<file path="src/common/cssc_pkg.sv">
// Purpose: Constants for the sense feedback strobe control block
// Assumes: mclk at 200 MHz
// Notes:   Times are kept in their own units; cycle counts derive from them
package cssc_pkg;

  localparam int unsigned CLK_MHZ            = 200;
  // Times in ns, then the lowest prescale divisor
  localparam int unsigned FALLBACK_PERIOD_NS = 6500000;
  localparam int unsigned OVERFLOW_PULSE_NS  = 100000;
  localparam int unsigned TURN_ON_DELAY_NS   = 10000;
  localparam int unsigned SENSE_SETTLE_NS    = 20000;
  localparam int unsigned PRESCALE_LOWEST    = 1024;

  localparam int unsigned FALLBACK_CYC  = FALLBACK_PERIOD_NS * CLK_MHZ / 1000;
  localparam int unsigned OVERFLOW_CYC  = OVERFLOW_PULSE_NS * CLK_MHZ / 1000;
  localparam int unsigned BLANK_CYC     = (TURN_ON_DELAY_NS + SENSE_SETTLE_NS) * CLK_MHZ / 1000;

  // Feedback selector codes
  localparam logic [2:0] SEL_TEMP = 3'h5;
  localparam logic [2:0] SEL_VPWR = 3'h6;
  localparam logic [2:0] SEL_NONE = 3'h7;

  // Register map (word offsets as byte addresses)
  localparam logic [3:0] ADDR_CTRL   = 4'h0;
  localparam logic [3:0] ADDR_AVG    = 4'h4;
  localparam logic [3:0] ADDR_STATUS = 4'h8;

  // Control register fields
  localparam int unsigned CTRL_SEL_LSB  = 0;
  localparam int unsigned CTRL_MODE_LSB = 4;
  localparam logic [5:0]  CTRL_RESET    = 6'h07;

  typedef enum logic [1:0] {
    MODE_OFF   = 2'b00,
    MODE_VALID = 2'b01,
    MODE_NEXT  = 2'b10,
    MODE_MID   = 2'b11
  } cssc_mode_t;

  typedef enum logic [1:0] {
    OP_SLEEP  = 2'b00,
    OP_NORMAL = 2'b01,
    OP_FAIL   = 2'b10
  } cssc_op_t;

endpackage : cssc_pkg

</file>
<file path="src/core/cssc_core.sv">
// Purpose: Feedback multiplexer control and sample strobe generation
// Assumes: All inputs synchronous to mclk; PWM timing supplied per channel
// Notes:   Strobe pin is open drain: driven low only, released for high
// Notes on behaviour
// - Current feedback off during high overcurrent window, on in low threshold phase.
// - In PWM, current feedback only during the output's on time.
// - Averaging mode flips amplifier offset sign at each strobe rising edge.
// - Averaging enable: 0 disabled (default, forced in Fail), 1 enabled.
// - Averaging halves the channel's full-scale range and low overcurrent threshold.
// - Strobe only in Normal mode; behaviour depends on current or voltage selection.
// - Mode 00 keeps strobe high; mode 01 drives low while sense is valid.
// - Valid-window mode holds strobe high while multiplexer switches.
// - Mode 10: as valid mode, but high after mux change until next PWM cycle.
// - Mode 11: low from pulse midpoint to end; switching and pre-midpoint blanked.
// - Without PWM clock failure, no strobe pulses during high overcurrent window or PWM off phase.
// - Blank strobe for turn-on delay plus settling after mux change or offset flip.
// - Current selected with PWM clock failure: 50% strobe, 6.5 ms period.
// - 100% duty in modes 10/11: strobe low, 100 us high pulse at overflow.
// - Without PWM clock failure, no current trigger after output fault until output enabled again.
// - Voltage selected: 50% strobe with period base clock divided by 1024.
// - Voltage selected with PWM clock failure: fixed 6.5 ms 50% strobe.
// - Selector routes chosen output current, die temperature or supply voltage.
// - Feedback path disabled in Fail and Sleep, active only in Normal.
//
// The register addresses and register access over Avalon-MM were left to the implementer.
module cssc_core #(
  parameter int unsigned CH           = 5,
  parameter int unsigned FALLBACK_CYC = cssc_pkg::FALLBACK_CYC,
  parameter int unsigned BLANK_CYC    = cssc_pkg::BLANK_CYC,
  parameter int unsigned OVERFLOW_CYC = cssc_pkg::OVERFLOW_CYC
) (
  input  wire logic          mclk,
  input  wire logic          rst_n,
  input  wire logic [3:0]    avs_address,
  input  wire logic          avs_read,
  input  wire logic          avs_write,
  input  wire logic [31:0]   avs_writedata,
  output logic      [31:0]   avs_readdata,
  output logic               avs_waitrequest,
  input  wire logic [1:0]    op_mode,
  input  wire logic          pwm_base_tick,
  input  wire logic          pwm_clock_fail,
  input  wire logic          pwm_cycle_start,
  input  wire logic [CH-1:0] power_outputs,
  input  wire logic [CH-1:0] full_duty,
  input  wire logic [CH-1:0] pulse_midpoint,
  input  wire logic [CH-1:0] high_overcurrent_window,
  input  wire logic [CH-1:0] output_fault,
  input  wire logic [CH-1:0] output_enable_event,
  output logic      [2:0]    feedback_selector,
  output logic               sense_route_enable,
  output logic               sense_current_enable,
  output logic               offset_sign,
  output logic      [CH-1:0] averaging_sense_mode,
  output logic      [CH-1:0] half_full_scale_range,
  output logic      [CH-1:0] half_low_overcurrent_threshold,
  output logic               sample_strobe_o,
  output logic               sample_strobe_oe
);

  ////////////////////////////////////////////////////////////////////////////
  // Register state
  logic [5:0]    ctrl;
  logic [5:0]    next_ctrl;
  logic [CH-1:0] avg_en;
  logic [CH-1:0] next_avg_en;
  logic          ack;
  logic          next_ack;
  logic [31:0]   next_readdata;
  logic          normal;
  logic          strobe_low;
  logic          strobe_q;
  logic [2:0]    sel;
  logic [1:0]    mode_bits;

  assign normal    = (op_mode == cssc_pkg::OP_NORMAL);
  assign sel       = ctrl[cssc_pkg::CTRL_SEL_LSB +: 3];
  assign mode_bits = ctrl[cssc_pkg::CTRL_MODE_LSB +: 2];

  function automatic logic is_current(input logic [2:0] s, input int unsigned n);
    is_current = (32'(s) < n);
  endfunction : is_current

  always_comb
  begin
    next_ctrl     = ctrl;
    next_avg_en   = avg_en;
    next_ack      = 1'b0;
    next_readdata = 32'h0;
    // Write lands only on the edge that sees waitrequest low
    if (avs_write && ack)
    begin
      case (avs_address)
        cssc_pkg::ADDR_CTRL: next_ctrl   = avs_writedata[5:0];
        cssc_pkg::ADDR_AVG:  next_avg_en = avs_writedata[CH-1:0];
        default:             next_ctrl   = ctrl;
      endcase
    end
    if ((avs_read || avs_write) && !ack)
    begin
      next_ack = 1'b1;
      if (!avs_write)
      begin
        case (avs_address)
          cssc_pkg::ADDR_CTRL:   next_readdata = {26'h0, ctrl};
          cssc_pkg::ADDR_AVG:    next_readdata = {{(32-CH){1'b0}}, avg_en};
          cssc_pkg::ADDR_STATUS: next_readdata = {29'h0, offset_sign, strobe_q, normal};
          default:               next_readdata = 32'h0;
        endcase
      end
    end
    // Fail mode forces averaging off
    if (op_mode == cssc_pkg::OP_FAIL)
    begin
      next_avg_en = '0;
    end
  end

  always_ff @(posedge mclk)
  begin
    if (!rst_n)
    begin
      ctrl         <= cssc_pkg::CTRL_RESET;
      avg_en       <= '0;
      ack          <= 1'b0;
      avs_readdata <= 32'h0;
    end
    else
    begin
      ctrl         <= next_ctrl;
      avg_en       <= next_avg_en;
      ack          <= next_ack;
      avs_readdata <= next_readdata;
    end
  end

  // One wait state: request accepted on the cycle ack is high
  assign avs_waitrequest = !ack;

  ////////////////////////////////////////////////////////////////////////////
  // Analog path control
  logic cur_sel;
  logic ch_on;
  logic ch_high_overcurrent_window;
  logic ch_full;
  logic ch_mid;
  logic ch_fault;
  logic ch_reen;

  assign cur_sel  = is_current(sel, CH);
  assign ch_on    = cur_sel ? power_outputs[sel] : 1'b0;
  assign ch_high_overcurrent_window  = cur_sel ? high_overcurrent_window[sel] : 1'b0;
  assign ch_full  = cur_sel ? full_duty[sel] : 1'b0;
  assign ch_mid   = cur_sel ? pulse_midpoint[sel] : 1'b0;
  assign ch_fault = cur_sel ? output_fault[sel] : 1'b0;
  assign ch_reen  = cur_sel ? output_enable_event[sel] : 1'b0;

  assign feedback_selector    = sel;
  assign sense_route_enable   = normal && (sel != cssc_pkg::SEL_NONE);
  assign sense_current_enable = sense_route_enable && cur_sel
                                && ch_on && !ch_high_overcurrent_window;
  assign averaging_sense_mode           = avg_en;
  assign half_full_scale_range          = avg_en;
  assign half_low_overcurrent_threshold = avg_en;

  ////////////////////////////////////////////////////////////////////////////
  // Strobe sequencing state
  localparam int unsigned CW = $clog2(FALLBACK_CYC + 1);
  localparam int unsigned HW = $clog2(cssc_pkg::PRESCALE_LOWEST);

  logic [2:0]    sel_q;
  logic [2:0]    next_sel_q;
  logic [CW-1:0] blank_cnt;
  logic [CW-1:0] next_blank_cnt;
  logic [CW-1:0] fb_cnt;
  logic [CW-1:0] next_fb_cnt;
  logic [CW-1:0] ovf_cnt;
  logic [CW-1:0] next_ovf_cnt;
  logic [HW-1:0] div_cnt;
  logic [HW-1:0] next_div_cnt;
  logic          wait_cycle;
  logic          next_wait_cycle;
  logic          wait_mid;
  logic          next_wait_mid;
  logic          fault_hold;
  logic          next_fault_hold;
  logic          mid_seen;
  logic          next_mid_seen;
  logic          next_offset_sign;
  logic          next_strobe_q;
  logic          mux_change;
  logic          strobe_rise;

  assign mux_change  = (sel != sel_q);
  // Pin rises when last cycle's active strobe is released now
  assign strobe_rise = strobe_q && !strobe_low;

  always_comb
  begin
    next_sel_q       = sel;
    next_blank_cnt   = (blank_cnt != '0) ? blank_cnt - CW'(1) : blank_cnt;
    next_fb_cnt      = (fb_cnt >= CW'(FALLBACK_CYC - 1)) ? '0 : fb_cnt + CW'(1);
    next_div_cnt     = pwm_base_tick ? div_cnt + HW'(1) : div_cnt;
    next_ovf_cnt     = (ovf_cnt != '0) ? ovf_cnt - CW'(1) : ovf_cnt;
    next_wait_cycle  = wait_cycle;
    next_wait_mid    = wait_mid;
    next_fault_hold  = fault_hold;
    next_mid_seen    = mid_seen;
    next_offset_sign = offset_sign;
    next_strobe_q    = strobe_low;
    if (pwm_cycle_start)
    begin
      next_wait_cycle = 1'b0;
      next_mid_seen   = 1'b0;
      if (ch_full)
      begin
        next_ovf_cnt = CW'(OVERFLOW_CYC);
      end
    end
    // Mux change wins over a cycle start in the same cycle
    if (mux_change)
    begin
      next_blank_cnt  = CW'(BLANK_CYC);
      next_wait_cycle = 1'b1;
      next_wait_mid   = 1'b1;
    end
    if (ch_mid && !mux_change)
    begin
      next_mid_seen = 1'b1;
      if (blank_cnt == '0)
      begin
        next_wait_mid = 1'b0;
      end
    end
    if (!ch_on)
    begin
      next_mid_seen = 1'b0;
    end
    // Fault set wins over a re-enable in the same cycle
    if (ch_reen)
    begin
      next_fault_hold = 1'b0;
    end
    if (ch_fault)
    begin
      next_fault_hold = 1'b1;
    end
    // Offset flips as the open-drain strobe is released
    if (strobe_rise && (avg_en[sel] && cur_sel))
    begin
      next_offset_sign = !offset_sign;
      next_blank_cnt   = CW'(BLANK_CYC);
    end
  end

  always_ff @(posedge mclk)
  begin
    if (!rst_n)
    begin
      sel_q       <= cssc_pkg::SEL_NONE;
      blank_cnt   <= '0;
      fb_cnt      <= '0;
      div_cnt     <= '0;
      ovf_cnt     <= '0;
      wait_cycle  <= 1'b1;
      wait_mid    <= 1'b1;
      fault_hold  <= 1'b0;
      mid_seen    <= 1'b0;
      offset_sign <= 1'b0;
      strobe_q    <= 1'b0;
    end
    else
    begin
      sel_q       <= next_sel_q;
      blank_cnt   <= next_blank_cnt;
      fb_cnt      <= next_fb_cnt;
      div_cnt     <= next_div_cnt;
      ovf_cnt     <= next_ovf_cnt;
      wait_cycle  <= next_wait_cycle;
      wait_mid    <= next_wait_mid;
      fault_hold  <= next_fault_hold;
      mid_seen    <= next_mid_seen;
      offset_sign <= next_offset_sign;
      strobe_q    <= next_strobe_q;
    end
  end

  ////////////////////////////////////////////////////////////////////////////
  // Strobe decision
  logic fb_low;
  logic div_low;
  logic valid_win;
  logic blanked;
  logic full_win;

  // Low half of each period gives 50% duty
  assign fb_low    = (fb_cnt < CW'(FALLBACK_CYC / 2));
  assign div_low   = !div_cnt[HW-1];
  assign blanked   = mux_change || (blank_cnt != '0);
  assign valid_win = ch_on && !ch_high_overcurrent_window && !blanked;
  assign full_win  = valid_win && (ovf_cnt == '0);

  always_comb
  begin
    strobe_low = 1'b0;
    if (!normal)
    begin
      strobe_low = 1'b0;
    end
    else if (!cur_sel)
    begin
      if (sel == cssc_pkg::SEL_TEMP || sel == cssc_pkg::SEL_VPWR)
      begin
        strobe_low = pwm_clock_fail ? fb_low : div_low;
      end
    end
    else if (pwm_clock_fail)
    begin
      strobe_low = fb_low;
    end
    else if (fault_hold)
    begin
      strobe_low = 1'b0;
    end
    else
    begin
      case (cssc_pkg::cssc_mode_t'(mode_bits))
        cssc_pkg::MODE_OFF:   strobe_low = 1'b0;
        cssc_pkg::MODE_VALID: strobe_low = valid_win;
        cssc_pkg::MODE_NEXT:
          strobe_low = ch_full ? full_win && !wait_cycle
                               : valid_win && !wait_cycle;
        cssc_pkg::MODE_MID:
          strobe_low = ch_full ? full_win && !wait_mid
                               : valid_win && mid_seen && !wait_mid;
        default:              strobe_low = 1'b0;
      endcase
    end
  end

  // Open drain: enable only to pull low
  assign sample_strobe_o  = 1'b0;
  assign sample_strobe_oe = strobe_low;

  ////////////////////////////////////////////////////////////////////////////
  // Checks
  strobe_off_mode_a: assert property (@(posedge mclk) disable iff (!rst_n)
    (normal && cur_sel && !pwm_clock_fail && mode_bits == 2'b00) |-> !sample_strobe_oe)
    else $error("strobe active in off mode");
  strobe_normal_only_a: assert property (@(posedge mclk) disable iff (!rst_n)
    !normal |-> !sample_strobe_oe)
    else $error("strobe active outside normal");
  blank_after_mux_a: assert property (@(posedge mclk) disable iff (!rst_n)
    (normal && cur_sel && !pwm_clock_fail && mux_change)
    |-> !sample_strobe_oe ##1 !sample_strobe_oe)
    else $error("strobe not blanked after mux change");
  high_overcurrent_window_suppress_a: assert property (@(posedge mclk) disable iff (!rst_n)
    (cur_sel && !pwm_clock_fail && ch_high_overcurrent_window) |-> !sample_strobe_oe)
    else $error("strobe during high overcurrent window");
  fail_avg_off_a: assert property (@(posedge mclk) disable iff (!rst_n)
    (op_mode == cssc_pkg::OP_FAIL) |=> (avg_en == '0))
    else $error("averaging not forced off in fail");
  offset_flip_a: assert property (@(posedge mclk) disable iff (!rst_n)
    (strobe_rise && cur_sel && avg_en[sel]) |=> (offset_sign != $past(offset_sign)))
    else $error("offset sign did not flip");
  fault_hold_a: assert property (@(posedge mclk) disable iff (!rst_n)
    (ch_fault && !pwm_clock_fail) |=> (!sample_strobe_oe || pwm_clock_fail || !cur_sel))
    else $error("strobe after fault");
  feedback_gate_a: assert property (@(posedge mclk) disable iff (!rst_n)
    sense_current_enable |-> (normal && ch_on && !ch_high_overcurrent_window))
    else $error("current feedback outside on phase");

endmodule : cssc_core

</file>
<file path="config.mk">
export PLATFORM = sky130hd
export DESIGN_NAME = cssc_core
export DESIGN_NICKNAME = d
export VERILOG_FILES = /design/src/common/cssc_pkg.sv /design/src/core/cssc_core.sv
export SDC_FILE = /design/constraint.sdc
export NUM_CORES = 1
export LEC_CHECK = 0
export ABC_AREA = 1
export BUFFER_PORTS_ARGS = -buffer_cell sky130_fd_sc_hd__buf_4
export CAP_MARGIN = 10
export CORE_MARGIN = 2
export CORE_UTILIZATION = 45
export DETAILED_ROUTE_END_ITERATION = 12
export GPL_TIMING_DRIVEN = 0
export PLACE_DENSITY_LB_ADDON = 0.1
export SLEW_MARGIN = 20
export SYNTH_ARGS = -nofsm -noshare
export SYNTH_HDL_FRONTEND = slang
export SYNTH_SLANG_ARGS = --single-unit
</file>
<file path="constraint.sdc">
create_clock -name mclk -period 2.2 [get_ports mclk]
set_clock_uncertainty 0.05 [all_clocks]
set_input_delay 0.44 -clock mclk [delete_from_list [all_inputs] [get_ports mclk]]
set_output_delay 0.44 -clock mclk [all_outputs]
set_load 0.01 [all_outputs]
</file>
======== Word-level counts from Yosys, hierarchy flattened ========
Index checks and enable logic that the tools add are counted.
word-level totals
  register bits ........................... 126
  logic and storage cells ................. 128
cells by class
  $add $sub $neg .......................... 4
  magnitude comparators ................... 4
  equality and inequality tests ........... 11
  mux-type cells .......................... 44
  bitwise gates (word level) .............. 2
  reduce and logical (&&, ||, !) cells .... 47
operators with widths
  kind                                                                     number
  21-bit 2-to-1 mux                                                        3
  21-bit zero test                                                         2
  21-bit nonzero test                                                      2
  21-bit by 1-bit subtractor with 21-bit output (second input constant)    2
  13-bit 2-to-1 mux                                                        3
  1-bit 2-to-1 mux                                                         29
  21-bit by 1-bit adder with 21-bit output (second input constant)         1
  1-bit binary-select mux with 3-bit select                                7
  21-bit greater-or-equal comparator (second input constant)               1
  21-bit by 20-bit < comparator with 1-bit output (second input constant)  1
  1-bit logical AND                                                        18
  6-bit case mux with 3 select lines                                       1
  10-bit by 1-bit adder with 10-bit output (second input constant)         1
  1-bit zero test                                                          9
  2-bit == test (second input constant)                                    3
  3-bit == test (second input constant)                                    2
  2-bit AND reduction                                                      3
  2-bit OR reduction                                                       3
  3-bit OR reduction                                                       2
  2-bit by 1-bit == test with 1-bit output (second input constant)         2
  4-bit by 3-bit == test with 1-bit output (second input constant)         1
  4-bit == test (second input constant)                                    1
  4-bit zero test                                                          1
  3-bit by 4-bit < comparator with 1-bit output (second input constant)    1
  other kinds (9)                                                          13

======== Longest topological paths before layout ========
Gate-level depths: netlist of run 1.
  depth in word-level cells ............... 18
  depth in mapped cells ................... 17

======== Worst setup path before layout of run 1 ========
No wires, ideal clock.
  kind .................................... register -> output
  from .................................... register ovf_cnt[0]
  to ...................................... output port sample_strobe_oe
  data arrival time ....................... 1424 ps
  data required time ...................... 1710 ps
  slack ................................... 286 ps
  stages on the path, launching flop included .. 13
  path buffers ............................ 0
  path through ............................ dfxtp_1 > inv_1 > ha_1 > nand2_1 > nor2_4 > nand4_2 > nand2_1 > nand2_1 > nand2_1 > nand2_1 > nand2_2 > nand2_4 > inv_1
between the ends
  longest elaborated chain between the ends .. 9
  elaborated cells between the ends (all ways) .. 11
  classes of those cells .................. 7 x mux; 4 x reduce/logical
ends and longest elaborated chain
  element                                      RTL line                            text
  from (decl)                                  cssc_core.sv:177                    logic [CW-1:0] ovf_cnt;
  from (signal assigned)                       cssc_core.sv:278                    ovf_cnt <= next_ovf_cnt;
  21-bit zero test (*)                         cssc_core.sv:301                    assign full_win = valid_win && (ovf_cnt == '0);
  1-bit logical AND (*)                        cssc_core.sv:301
  1-bit logical AND, on equally long branches  cssc_core.sv:334, cssc_core.sv:331
  1-bit 2-to-1 mux, on equally long branches   cssc_core.sv:334, cssc_core.sv:331
  1-bit case mux with 4 select lines (*)       cssc_core.sv:327                    case (cssc_pkg::cssc_mode_t'(mode_bits))
  1-bit 2-to-1 mux (*)                         cssc_core.sv:321                    else if (fault_hold)
  1-bit 2-to-1 mux (*)                         cssc_core.sv:317                    else if (pwm_clock_fail)
  1-bit 2-to-1 mux (*)                         cssc_core.sv:310                    else if (!cur_sel)
  1-bit 2-to-1 mux (*)                         cssc_core.sv:306                    if (!normal)
  to (decl)                                    cssc_core.sv:58                     output logic sample_strobe_oe
Every way passes the cells marked *; elsewhere a longest branch is shown, timed or not.

======== Worst setup path after layout of run 1 ========
  from .................................... register ctrl[0]
  to ...................................... output port sample_strobe_oe
between the ends
  longest elaborated chain between the ends .. 14
  elaborated cells between the ends (all ways) .. 33
  classes of those cells .................. 1 x order compare; 3 x eq/ne; 17 x mux; 12 x reduce/logical
ends and longest elaborated chain
  element                                      RTL line                                              text
  from (decl)                                  cssc_core.sv:63                                       logic [5:0] ctrl;
  from (signal assigned)                       cssc_core.sv:123                                      ctrl <= cssc_pkg::CTRL_RESET;
  from (signal assigned)                       cssc_core.sv:130                                      ctrl <= next_ctrl;
  1-bit binary-select mux with 3-bit select    cssc_core.sv:152                                      assign ch_high_overcurrent_window = cur_sel ? high_overcurrent_window[sel] : 1'b0;
  1-bit 2-to-1 mux (implied by the code)       cssc_core.sv:152
  1-bit 2-to-1 mux                             cssc_core.sv:152
  1-bit zero test                              cssc_core.sv:300                                      assign valid_win = ch_on && !ch_high_overcurrent_window && !blanked;
  1-bit logical AND (2 in a row)               cssc_core.sv:300
  1-bit logical AND, on equally long branches  cssc_core.sv:335, cssc_core.sv:301
  1-bit logical AND, on equally long branches  cssc_core.sv:335, cssc_core.sv:331, cssc_core.sv:334
  1-bit 2-to-1 mux, on equally long branches   cssc_core.sv:334, cssc_core.sv:331
  1-bit case mux with 4 select lines           cssc_core.sv:327
  1-bit 2-to-1 mux                             cssc_core.sv:321
  1-bit 2-to-1 mux                             cssc_core.sv:317
  1-bit 2-to-1 mux (*)                         cssc_core.sv:310
  1-bit 2-to-1 mux (*)                         cssc_core.sv:306
Every way passes the cells marked *; elsewhere a longest branch is shown, timed or not. The select of a mux whose other input is x is not followed.

==> metrics.md, run 1 <==
| Metric | Value |
|---|---|
| Period minus WS final | 2.263 ns |
| PD cells | between 1000 and 1500 nW/um^2 |
| Worst-path cell chain | buf_6, nor2_4, nand2_2, inv_2, nand2_1, nand2_2, nand3_2, nor2_1, nand2_1, nand2_2, nand2_4, inv_2, buf_6 |
| Crit-path most repeated cell | nand2_2 |
| CP Class | flip-flop to primary output |
| Initial core utilization | a little under half |
| Largest net degree at the start of global routing | 16 |
| Initial DRT Pass Iterations | 5 |
| Worst-path maximum fanout | 5 |
| Final period util | 102.9% |
| Die H | about 110 microns |
| P_sw | between 0.002 and 0.003 W |
| Die Wd | 114.2 microns |
| Sequential share of power | 32.5% |
| Htree depth | 3 |
| RD Place Congestion | approximately 0.88 |
| Antenna diode count | 0 |
| Std-Cell Rows | 40 |
| DRC violation count after routing | 0 |
| TritonCTS clock tree | yes |
| Int Power | around 0.0046 W |
| Avg Cell Area, Syn | 7.239 sq um |
| Count of final setup violators | 1 |
| Synth warnings | 0 |
| Failing checks | negative setup slack |
| Filler cells | 1111 |
| Syn Inst Count | 755 |
| Total power | 0.007544 W |
| Post-route cell area | ~7100 sq um |
| Placed wire-length estimate | 9.521 mm |
| Hold slack | 0.2583 ns |
| Comb pwr share | between 40% and 50% |
| Slew Viols, Final | 0 |
| Total track usage | 20.51% |
| Fmax | 441.8 MHz |
| CTS Root Cell | clkbuf_16 |
| Worst Tran Pin Value | 0.4885 ns |
| Commonest non-fill, non-tap cell in the layout | buf_4 |
| Placement Setup Slack | -0.04319 ns |
| Core Util, Final | between 50 and 60% |
| Yosys top cell by area | dfxtp_1 |
| Sw Share | 39.24% |
| Vias per cell | 4.848 |
| Synth Register Bits | 100 |
| Hold Path Class | input pin to flip-flop |
| Clock slew at reported path FFs | around 0.070 ns |
| ANT nets after route | 0 |
| Yosys cell types | 48 |
| Routed wire length | 13.11 mm |
| Final hold vios | 0 |
| Hold_buf cts | 0 |
| Gr ovfl total | 0 |
| CP delay by family, top | simple AND/OR/NAND/NOR gates |
| Outcome | finished with violations |
| P&R area growth vs syn | 29.17% |
| Maximum vdd drop | 0.0008964 V |
| Leakage | 3.181 nW |
| Clk_lat worst skew | 0.35 ns |
| Routed wire per std cell | approximately 13 microns |
| CP required | 1.71 ns |
| I/O pin cnt | 131 |
| Sequential cell area fraction in the yosys report | 36.63% |
| RSZ-0062 raised after global routing | true |
| Vias in the first global route | a little under 5000 |
| TritonCTS Buffers | 9 |
| Core Footprint | between 10000 and 15000 sq um |
| NumNets Final | 977 |
| Clock Tree Buf Depth | 2 |
| CP Launch Type | flip-flop |
| Clock Sinks | 100 |
| Clk pwr share | 20.8% |
| Iter 0 DRT Violations | 163 |
| Routed vias | 5081 |
| I/O Buffers | 76 |
| Die area | 13040 sq um |
| CP Capture Type | primary output |
| CP max stage cell | dfxtp_2 |
| Most frequent cells in the layout | buf_4 (143), nor2_1 (118), nand2_1 (115) |
| Share of layout cells above drive strength 1 | between 20% and 30% |
| Synthesized cell area | 5465 sq um |
| Worst path max stage delay | around 0.34 ns |
| Worst slew margin | approximately two thirds |
| PnR worst setup slack | -0.06328 ns |
| Initial antenna violation count | 0 |
| Placement Cell Area | 6317 sq um |
| Max cap viols | 0 |
| Worst path arrival time | 1.77 ns |
| CP bufs+invs | 4 |
| First-pass GRT wire length | 21.68 mm |
| Top cell type's share of synthesized area | 36.63% |
| Synth top area cells | dfxtp_1 (37%), nor2_1 (8.8%), nand2_1 (8.5%) |
-- cells by family after synthesis --
kind of cell | count (synthesis) | synth area share [%]
adders and majority gates | 5 | 1.145
buffers and inverters | 137 | 12.61
DFF | 100 | 36.63
and+or+nand+nor | 369 | 32.33
xor gates and xnor gates | 42 | 6.731
other | 1 | 0.06862
AOI/OAI and AO/OA | 101 | 10.49
-- synth_stat cells, drive strengths merged --
master and instances:
nand3b 1, o41ai 1, o21ai 31, a22oi 3
a221oi 1, a31oi 6, nand3 40, o31ai 2
dfxtp 100, a21oi 42, or2 5, xor2 27
a31o 2, conb 1, xnor2 15, nor2 152
clkbuf 6, nor3b 4, o22ai 4, o221ai 1
nor3 23, ha 5, nor4 4, inv 82
nand2 130, a211oi 6, a21o 1, nand4 10
buf 49, o211ai 1
-- through the flow --
step	TNS, ns	instances
2_1_floorplan	0	781
3_3_place_gp	-0.05924	1004
3_5_place_dp	-0.04319	1004
4_1_cts	-0.08266	1039
5_1_grt	-0.2016	1048
6_report	-0.06328	1048
-- per-layer routing --
| layer | up-vias | global-route usage [%] | share of wire [%] |
|---|---|---|---|
| met1 | 2325 | 24.40 | 45 |
| li1 | 2642 | - | - |
| met3 | 21 | 5.400 | 4.1 |
| met2 | 93 | 35.63 | 49 |
| met4 | 0 | 7.398 | 2.2 |
| met5 | - | 0 | 0 |
-- path summary, 6_finish.rpt --
check | start | endpoint | slack, ns | depth (start not counted)
max | ctrl[0]$_SDFFE_PN1P_ | sample_strobe_oe | -0.06 | 13
min | pwm_cycle_start | wait_cycle$_SDFFE_PP1P_ | 0.26 | 2
min reg2reg | fb_cnt[0]$_SDFF_PP0_ | fb_cnt[0]$_SDFF_PP0_ | 0.40 | 1
max reg2reg | ovf_cnt[1]$_SDFF_PN0_ | ovf_cnt[14]$_SDFF_PN0_ | 0.13 | 13
-- flip-flops by register name, summed over array words and instances (netlist names) --
register              flops
sel_q                     3
averaging_sense_mode      5
ack                       1
fb_cnt                   21
offset_sign               1
ovf_cnt                  21
blank_cnt                21
mid_seen                  1
div_cnt                  10
strobe_q                  1
wait_mid                  1
fault_hold                1
ctrl                      6
wait_cycle                1
avs_readdata              6
-- layout make-up --
type,instances,area [sq um],area share [%]
clock inverters,4,51.30,0.7267
inverters,82,315.3,4.466
plain buffers,55,407.9,5.778
clock buffers,11,232.7,3.297
multi-input cells,544,3049,43.19
well taps,147,183.9,2.605
repair buffers,105,789.5,11.18
flip-flops and latches,100,2029,28.75
-- what timing repair did --
item	4_1_cts	5_1_grt
buffers inserted	19	9
pin swaps	16	16
endpoints found under the setup margin	4	12
gates resized for setup	42	39
hold endpoints to repair	0	0
gates cloned	1	0
-- power groups by stage --
stage | Sequential, W | Clock, W | Combinational, W
2_1_floorplan | 0.00238 | 0 | 0.00236
3_3_place_gp | 0.00244 | 0 | 0.00277
3_5_place_dp | 0.00245 | 0 | 0.00283
4_1_cts | 0.00243 | 0.00161 | 0.00326
5_1_grt | 0.00249 | 0.00167 | 0.00396
6_report | 0.00245 | 0.00157 | 0.00353
(Power assumes the default switching activity.)
==> run 2: changes to the inputs <==
--- a/config.mk
+++ b/config.mk
@@ -13,6 +13,7 @@
 export DETAILED_ROUTE_END_ITERATION = 12
 export GPL_TIMING_DRIVEN = 0
 export PLACE_DENSITY_LB_ADDON = 0.1
+export REMOVE_ABC_BUFFERS = 1
 export SLEW_MARGIN = 20
 export SYNTH_ARGS = -nofsm -noshare
 export SYNTH_HDL_FRONTEND = slang
==> metrics.md, run 2 (synthesis results as in run 1) <==
| Metric | Value |
|---|---|
| Commonest non-fill, non-tap cell in the layout | nor2_1 (was buf_4) |
| Biggest regs | blank_cnt x21, fb_cnt x21, ovf_cnt x21 (unchanged) |
| CP required | 1.71 ns (about the same) |
| Die Wd | 114.2 microns (unchanged) |
| TritonCTS clock tree | yes (unchanged) |
| Worst-path maximum fanout | 3 (was 5) |
| CTS Root Cell | clkbuf_16 (unchanged) |
| Largest net degree at the start of global routing | 23 (was 16) |
| Share of layout cells above drive strength 1 | 24.97% (was 29.30%) |
| Leakage | 2.966 nW (was 3.181 nW) |
| PnR worst setup slack | -0.07512 ns (was -0.06328 ns) |
| ANT nets after route | 0 (unchanged) |
| CP Class | flip-flop to primary output (unchanged) |
| Die H | 114.2 microns (unchanged) |
| RD Place Congestion | 0.8176 (was 0.8819) |
| Std-Cell Rows | 40 (unchanged) |
| Min-Delay Path Depth | 2 (unchanged) |
| Clk pwr share | 23.1% (was 20.8%) |
| Core Footprint | 11910 sq um (unchanged) |
| Clock slew at reported path FFs | 0.07 ns (about the same) |
| Initial core utilization | 45.88% (unchanged) |
| Clock Tree Buf Depth | 2 (unchanged) |
| Hold_buf cts | 0 (unchanged) |
| Vias in the first global route | 4689 (was 4835) |
| Routed wire length | 12.69 mm (was 13.11 mm) |
| P_sw | 0.002863 W (was 0.002960 W) |
| Clk_lat worst skew | 0.35 ns (about the same) |
| Slew Viols, Final | 0 (unchanged) |
| First-pass GRT wire length | 21.27 mm (was 21.68 mm) |
| RSZ-0062 raised after global routing | true (unchanged) |
| Setup TNS | -0.07512 ns (was -0.06328 ns) |
| Worst Tran Pin Value | 0.9333 ns (was 0.4885 ns) |
| I/O Buffers | 77 (was 76) |
| DRC violation count after routing | 0 (unchanged) |
| TritonCTS Buffers | 9 (unchanged) |
| I/O pin cnt | 131 (unchanged) |
| CP Capture Type | primary output (unchanged) |
| P&R area growth vs syn | 23.35% (was 29.17%) |
| Sequential share of power | 32.7% (was 32.5%) |
| Most frequent cells in the layout | nor2_1 (119), nand2_1 (117), buf_4 (107) (was buf_4 (143), nor2_1 (118), nand2_1 (115)) |
| PD cells | 1109 nW/um^2 (was 1069 nW/um^2) |
| Iter 0 DRT Violations | 218 (was 163) |
| Total power | 0.007477 W (was 0.007544 W) |
| Worst path arrival time | 1.79 ns (was 1.77 ns) |
| Clock Sinks | 100 (unchanged) |
| Gr ovfl total | 0 (unchanged) |
| R2r worst-path depth | 13 (unchanged) |
| Final period util | 103.4% (was 102.9%) |
| Count of final setup violators | 1 (unchanged) |
| Final hold vios | 0 (unchanged) |
| Maximum vdd drop | 0.0005395 V (was 0.0008964 V) |
| Antenna diode count | 0 (unchanged) |
| Period minus WS final | 2.275 ns (was 2.263 ns) |
| Failing checks | negative setup slack (unchanged) |
| CP Launch Type | flip-flop (unchanged) |
| Fmax | 439.5 MHz (was 441.8 MHz) |
| Initial DRT Pass Iterations | 4 (was 5) |
| Sw Share | 38.29% (was 39.24%) |
| Placed wire-length estimate | 8.973 mm (was 9.521 mm) |
| Worst slew margin | 37.71% (was 67.14%) |
| Htree depth | 3 (unchanged) |
| NumNets Final | 929 (was 977) |
| Total track usage | 20.06% (was 20.51%) |
| Int Power | 0.004614 W (was 0.004584 W) |
| Comb pwr share | 44.2% (was 46.7%) |
| Die area | 13040 sq um (unchanged) |
| Routed vias | 4963 (was 5081) |
| Vias per cell | 4.963 (was 4.848) |
| Initial antenna violation count | 0 (unchanged) |
| Outcome | finished with violations (unchanged) |
| Max cap viols | 0 (unchanged) |
| Routed wire per std cell | 12.69 microns (was 12.50 microns) |
| Hold Path Class | input pin to flip-flop (unchanged) |
[run 2: cell count changes in the layout (fill, tap and decap cells not counted), sizes merged]
cell      previous run  this run
buf                155       111
bufinv               1         2
clkbuf              16        12
clkinv               2         0
clkinvlp             1         0
inv                 82        83
o21ai               31        32
[run 2: path summary, 6_finish.rpt]
check                                                 from                      end  slack (ns)
worst max-delay path            blank_cnt[14]$_SDFFE_PP0P_         sample_strobe_oe       -0.08
worst min-delay path                       pwm_cycle_start  wait_cycle$_SDFFE_PP1P_        0.24
worst max register to register       ovf_cnt[0]$_SDFF_PN0_   ovf_cnt[14]$_SDFF_PN0_        0.10
worst min register to register        fb_cnt[0]$_SDFF_PP0_     fb_cnt[0]$_SDFF_PP0_        0.41
[run 2: worst max-delay path, stage by stage (launching register included)]
cell and delay [ns]:
dfxtp_1 0.34, nor2_2 0.14, nand2_2 0.08, nor2_4 0.15, nand3_4 0.10, nor2_4 0.13
nand3_2 0.07, nor2_1 0.10, nand2_1 0.07, nand2_2 0.08, nand2_4 0.05, inv_2 0.05
buf_6 0.09
[run 2: cell type report]
class	instances	area, sq um
clock inverter	3	68.82
fill	1124	5170
multi-input combinational	545	3053
tap	147	183.9
clock buffer	12	256.5
inverter	82	315.3
sequential	100	2016
timing repair buffer	111	848.3
[run 2: what timing repair did]
item | 4_1_cts | 5_1_grt
buffers inserted | 30 | 4
pin swaps | 20 | 10
endpoints found under the setup margin | 61 | 27
gates cloned | 0 | 1
gates resized for setup | 42 | 20
[run 2: metal layers]
layer / track usage (%) / share of wire [%] / vias to the layer above
li1: - / - / 2550
met1: 23.60 / 43 / 2308
met2: 35.48 / 51 / 88
met3: 4.711 / 3.8 / 17
met4: 7.480 / 1.9 / 0
met5: 0 / 0 / -
[run 2: power groups by stage]
| stage | logic [W] | registers, W | clock network, W |
|---|---|---|---|
| final | 0.00330 | 0.00244 | 0.00173 |
| after global routing | 0.00374 | 0.00249 | 0.00185 |
| after CTS | 0.00318 | 0.00243 | 0.00178 |
| after detailed placement | 0.00277 | 0.00244 | 0 |
| after global placement | 0.00272 | 0.00244 | 0 |
| after floorplan | 0.00231 | 0.00239 | 0 |
[run 2: stage by stage]
stage / instances / setup slack (ns) / hold WS, ns / area, sq um / utilization [%]
after floorplan: 726 / 0.04058 / 0.3676 / 5181 / -
after global placement: 950 / -0.4614 / 0.3803 / 5943 / 49.90
after detailed placement: 950 / -0.5107 / 0.3866 / 5947 / 49.93
after CTS: 995 / -0.09219 / 0.2276 / 6620 / 55.58
after global routing: 1000 / -0.2094 / 0.2427 / 6741 / 56.60
final: 1000 / -0.07512 / 0.2387 / 6741 / 56.60
==> run 3: changes to the inputs <==
--- a/config.mk
+++ b/config.mk
@@ -14,6 +14,7 @@
 export GPL_TIMING_DRIVEN = 0
 export PLACE_DENSITY_LB_ADDON = 0.1
 export REMOVE_ABC_BUFFERS = 1
+export SETUP_SLACK_MARGIN = 0.5
 export SLEW_MARGIN = 20
 export SYNTH_ARGS = -nofsm -noshare
 export SYNTH_HDL_FRONTEND = slang
==> metrics.md, run 3 (synthesis results as in run 1) <==
| Metric | Value |
|---|---|
| Final period util | 104.3% (was 103.4%) |
| Total track usage | 22.13% (was 20.06%) |
| Core Util, Final | 62.67% (was 56.60%) |
| PD cells | 1128 nW/um^2 (was 1109 nW/um^2) |
| Die Wd | 114.2 microns (unchanged) |
| Std-Cell Rows | 40 (unchanged) |
| CP Capture Type | primary output (unchanged) |
| First-pass GRT wire length | 23.36 mm (was 21.27 mm) |
| Failing checks | negative setup slack (unchanged) |
| CTS Root Cell | clkbuf_16 (unchanged) |
| ANT nets after route | 0 (unchanged) |
| Worst path arrival time | 1.80 ns (was 1.79 ns) |
| Die area | 13040 sq um (unchanged) |
| Antenna diode count | 0 (unchanged) |
| Maximum vdd drop | 0.0006610 V (was 0.0005395 V) |
| Iter 0 DRT Violations | 241 (was 218) |
| RSZ-0062 raised after global routing | true (unchanged) |
| Hold_buf cts | 0 (unchanged) |
| Clock Sinks | 100 (unchanged) |
| Hold Path Class | input pin to flip-flop (unchanged) |
| Vias in the first global route | 5052 (was 4689) |
| Worst-path maximum fanout | 3 (unchanged) |
| Initial DRT Pass Iterations | 5 (was 4) |
| Outcome | finished with violations (unchanged) |
| Clock Tree Buf Depth | 2 (unchanged) |
| Worst Tran Pin Value | 0.5437 ns (was 0.9333 ns) |
| Clk_lat worst skew | 0.35 ns (about the same) |
| Gr ovfl total | 0 (unchanged) |
| NumNets Final | 969 (was 929) |
| TritonCTS Buffers | 9 (unchanged) |
| Period minus WS final | 2.294 ns (was 2.275 ns) |
| Fmax | 436.0 MHz (was 439.5 MHz) |
| Max cap viols | 0 (unchanged) |
| Htree depth | 3 (unchanged) |
| Largest net degree at the start of global routing | 25 (was 23) |
| Commonest non-fill, non-tap cell in the layout | buf_4 (was nor2_1) |
| Routed wire per std cell | 13.56 microns (was 12.69 microns) |
| I/O Buffers | 77 (unchanged) |
| Worst slew margin | 63.55% (was 37.71%) |
| Routed wire length | 14.10 mm (was 12.69 mm) |
| Count of final setup violators | 1 (unchanged) |
| Leakage | 3.236 nW (was 2.966 nW) |
| Most frequent cells in the layout | buf_4 (129), nor2_1 (109), nand2_1 (108) (was nor2_1 (119), nand2_1 (117), buf_4 (107)) |
| Routed vias | 5192 (was 4963) |
| TritonCTS clock tree | yes (unchanged) |
| Initial antenna violation count | 0 (unchanged) |
| CP Launch Type | flip-flop (unchanged) |
| Die H | 114.2 microns (unchanged) |
| Hold slack | 0.2395 ns (was 0.2387 ns) |
| I/O pin cnt | 131 (unchanged) |
| Placed wire-length estimate | 8.973 mm (unchanged) |
| PnR worst setup slack | -0.09363 ns (was -0.07512 ns) |
| Slew Viols, Final | 0 (unchanged) |
| CP Class | flip-flop to primary output (unchanged) |
| Share of layout cells above drive strength 1 | 34.71% (was 24.97%) |
| Setup TNS | -0.09363 ns (was -0.07512 ns) |
| Total power | 0.008424 W (was 0.007477 W) |
| Biggest regs | blank_cnt x21, fb_cnt x21, ovf_cnt x21 (unchanged) |
| RD Place Congestion | 0.8176 (unchanged) |
| Initial core utilization | 45.88% (unchanged) |
| Clock slew at reported path FFs | 0.07 ns (about the same) |
| P&R area growth vs syn | 36.58% (was 23.35%) |
| DRC violation count after routing | 0 (unchanged) |
| Core Footprint | 11910 sq um (unchanged) |
| CP required | 1.71 ns (about the same) |
| Final hold vios | 0 (unchanged) |
| Vias per cell | 4.992 (was 4.963) |
run 3: cell type report:
class	count	area, sq um
multi-input combinational	549	3433
tap	147	183.9
clock inverter	3	68.82
clock buffer	12	256.5
inverter	82	322.8
sequential	100	2026
fill	1046	4447
timing repair inverter	1	5.005
timing repair buffer	146	1169
run 3: timing repair:
item,in CTS,in global routing
gates cloned,6,0
resized for setup,126,39
pin swaps,47,27
setup buffers,58,11
setup endpoints to repair,78,73
run 3: worst max-delay path, cell delays in order, from the launching register on:
cell and delay (ns):
dfxtp_1 0.34, nor2_2 0.15, nand2_2 0.08, nor2_4 0.15
nand3_4 0.10, nor2_4 0.13, nand3_2 0.07, nor2_1 0.10
nand2_1 0.07, nand2_2 0.08, nand2_4 0.05, inv_2 0.05
buf_6 0.09
run 3: through the flow:
stage	worst slack (ns)	cells	instance area [sq um]
global route	-0.2022	1040	7465
floorplan	0.04058	726	5181
CTS	-0.09131	1029	7211
global placement	-0.4614	950	5943
detailed placement	-0.5107	950	5947
finish	-0.09363	1040	7465
run 3: worst paths after layout:
check | from | to | slack, ns | depth (start not counted)
worst min-delay path | pwm_cycle_start | wait_cycle$_SDFFE_PP1P_ | 0.24 | 2
worst max-delay path | blank_cnt[14]$_SDFFE_PP0P_ | sample_strobe_oe | -0.09 | 12
worst max register to register | ctrl[0]$_SDFFE_PN1P_ | blank_cnt[13]$_SDFFE_PP0P_ | 0.28 | 16
worst min register to register | fb_cnt[0]$_SDFF_PP0_ | fb_cnt[0]$_SDFF_PP0_ | 0.39 | 1
run 3: layer usage:
metal / track usage (%) / part of all wire (%) / vias up
met5: 0 / 0 / -
li1: - / - / 2631
met3: 4.659 / 3.5 / 21
met4: 8.374 / 2.1 / 0
met1: 25.66 / 42 / 2438
met2: 39.92 / 52 / 102
run 3: power breakdown:
group / leakage, nW / total [W] / internal, W / switching [W]
combinational: 2.26 / 0.00423 / 0.00191 / 0.00231
clock: 0.159 / 0.00173 / 0.00106 / 0.000671
sequential: 0.817 / 0.00247 / 0.00215 / 0.000314
total: 3.24 / 0.00842 / 0.00513 / 0.00330
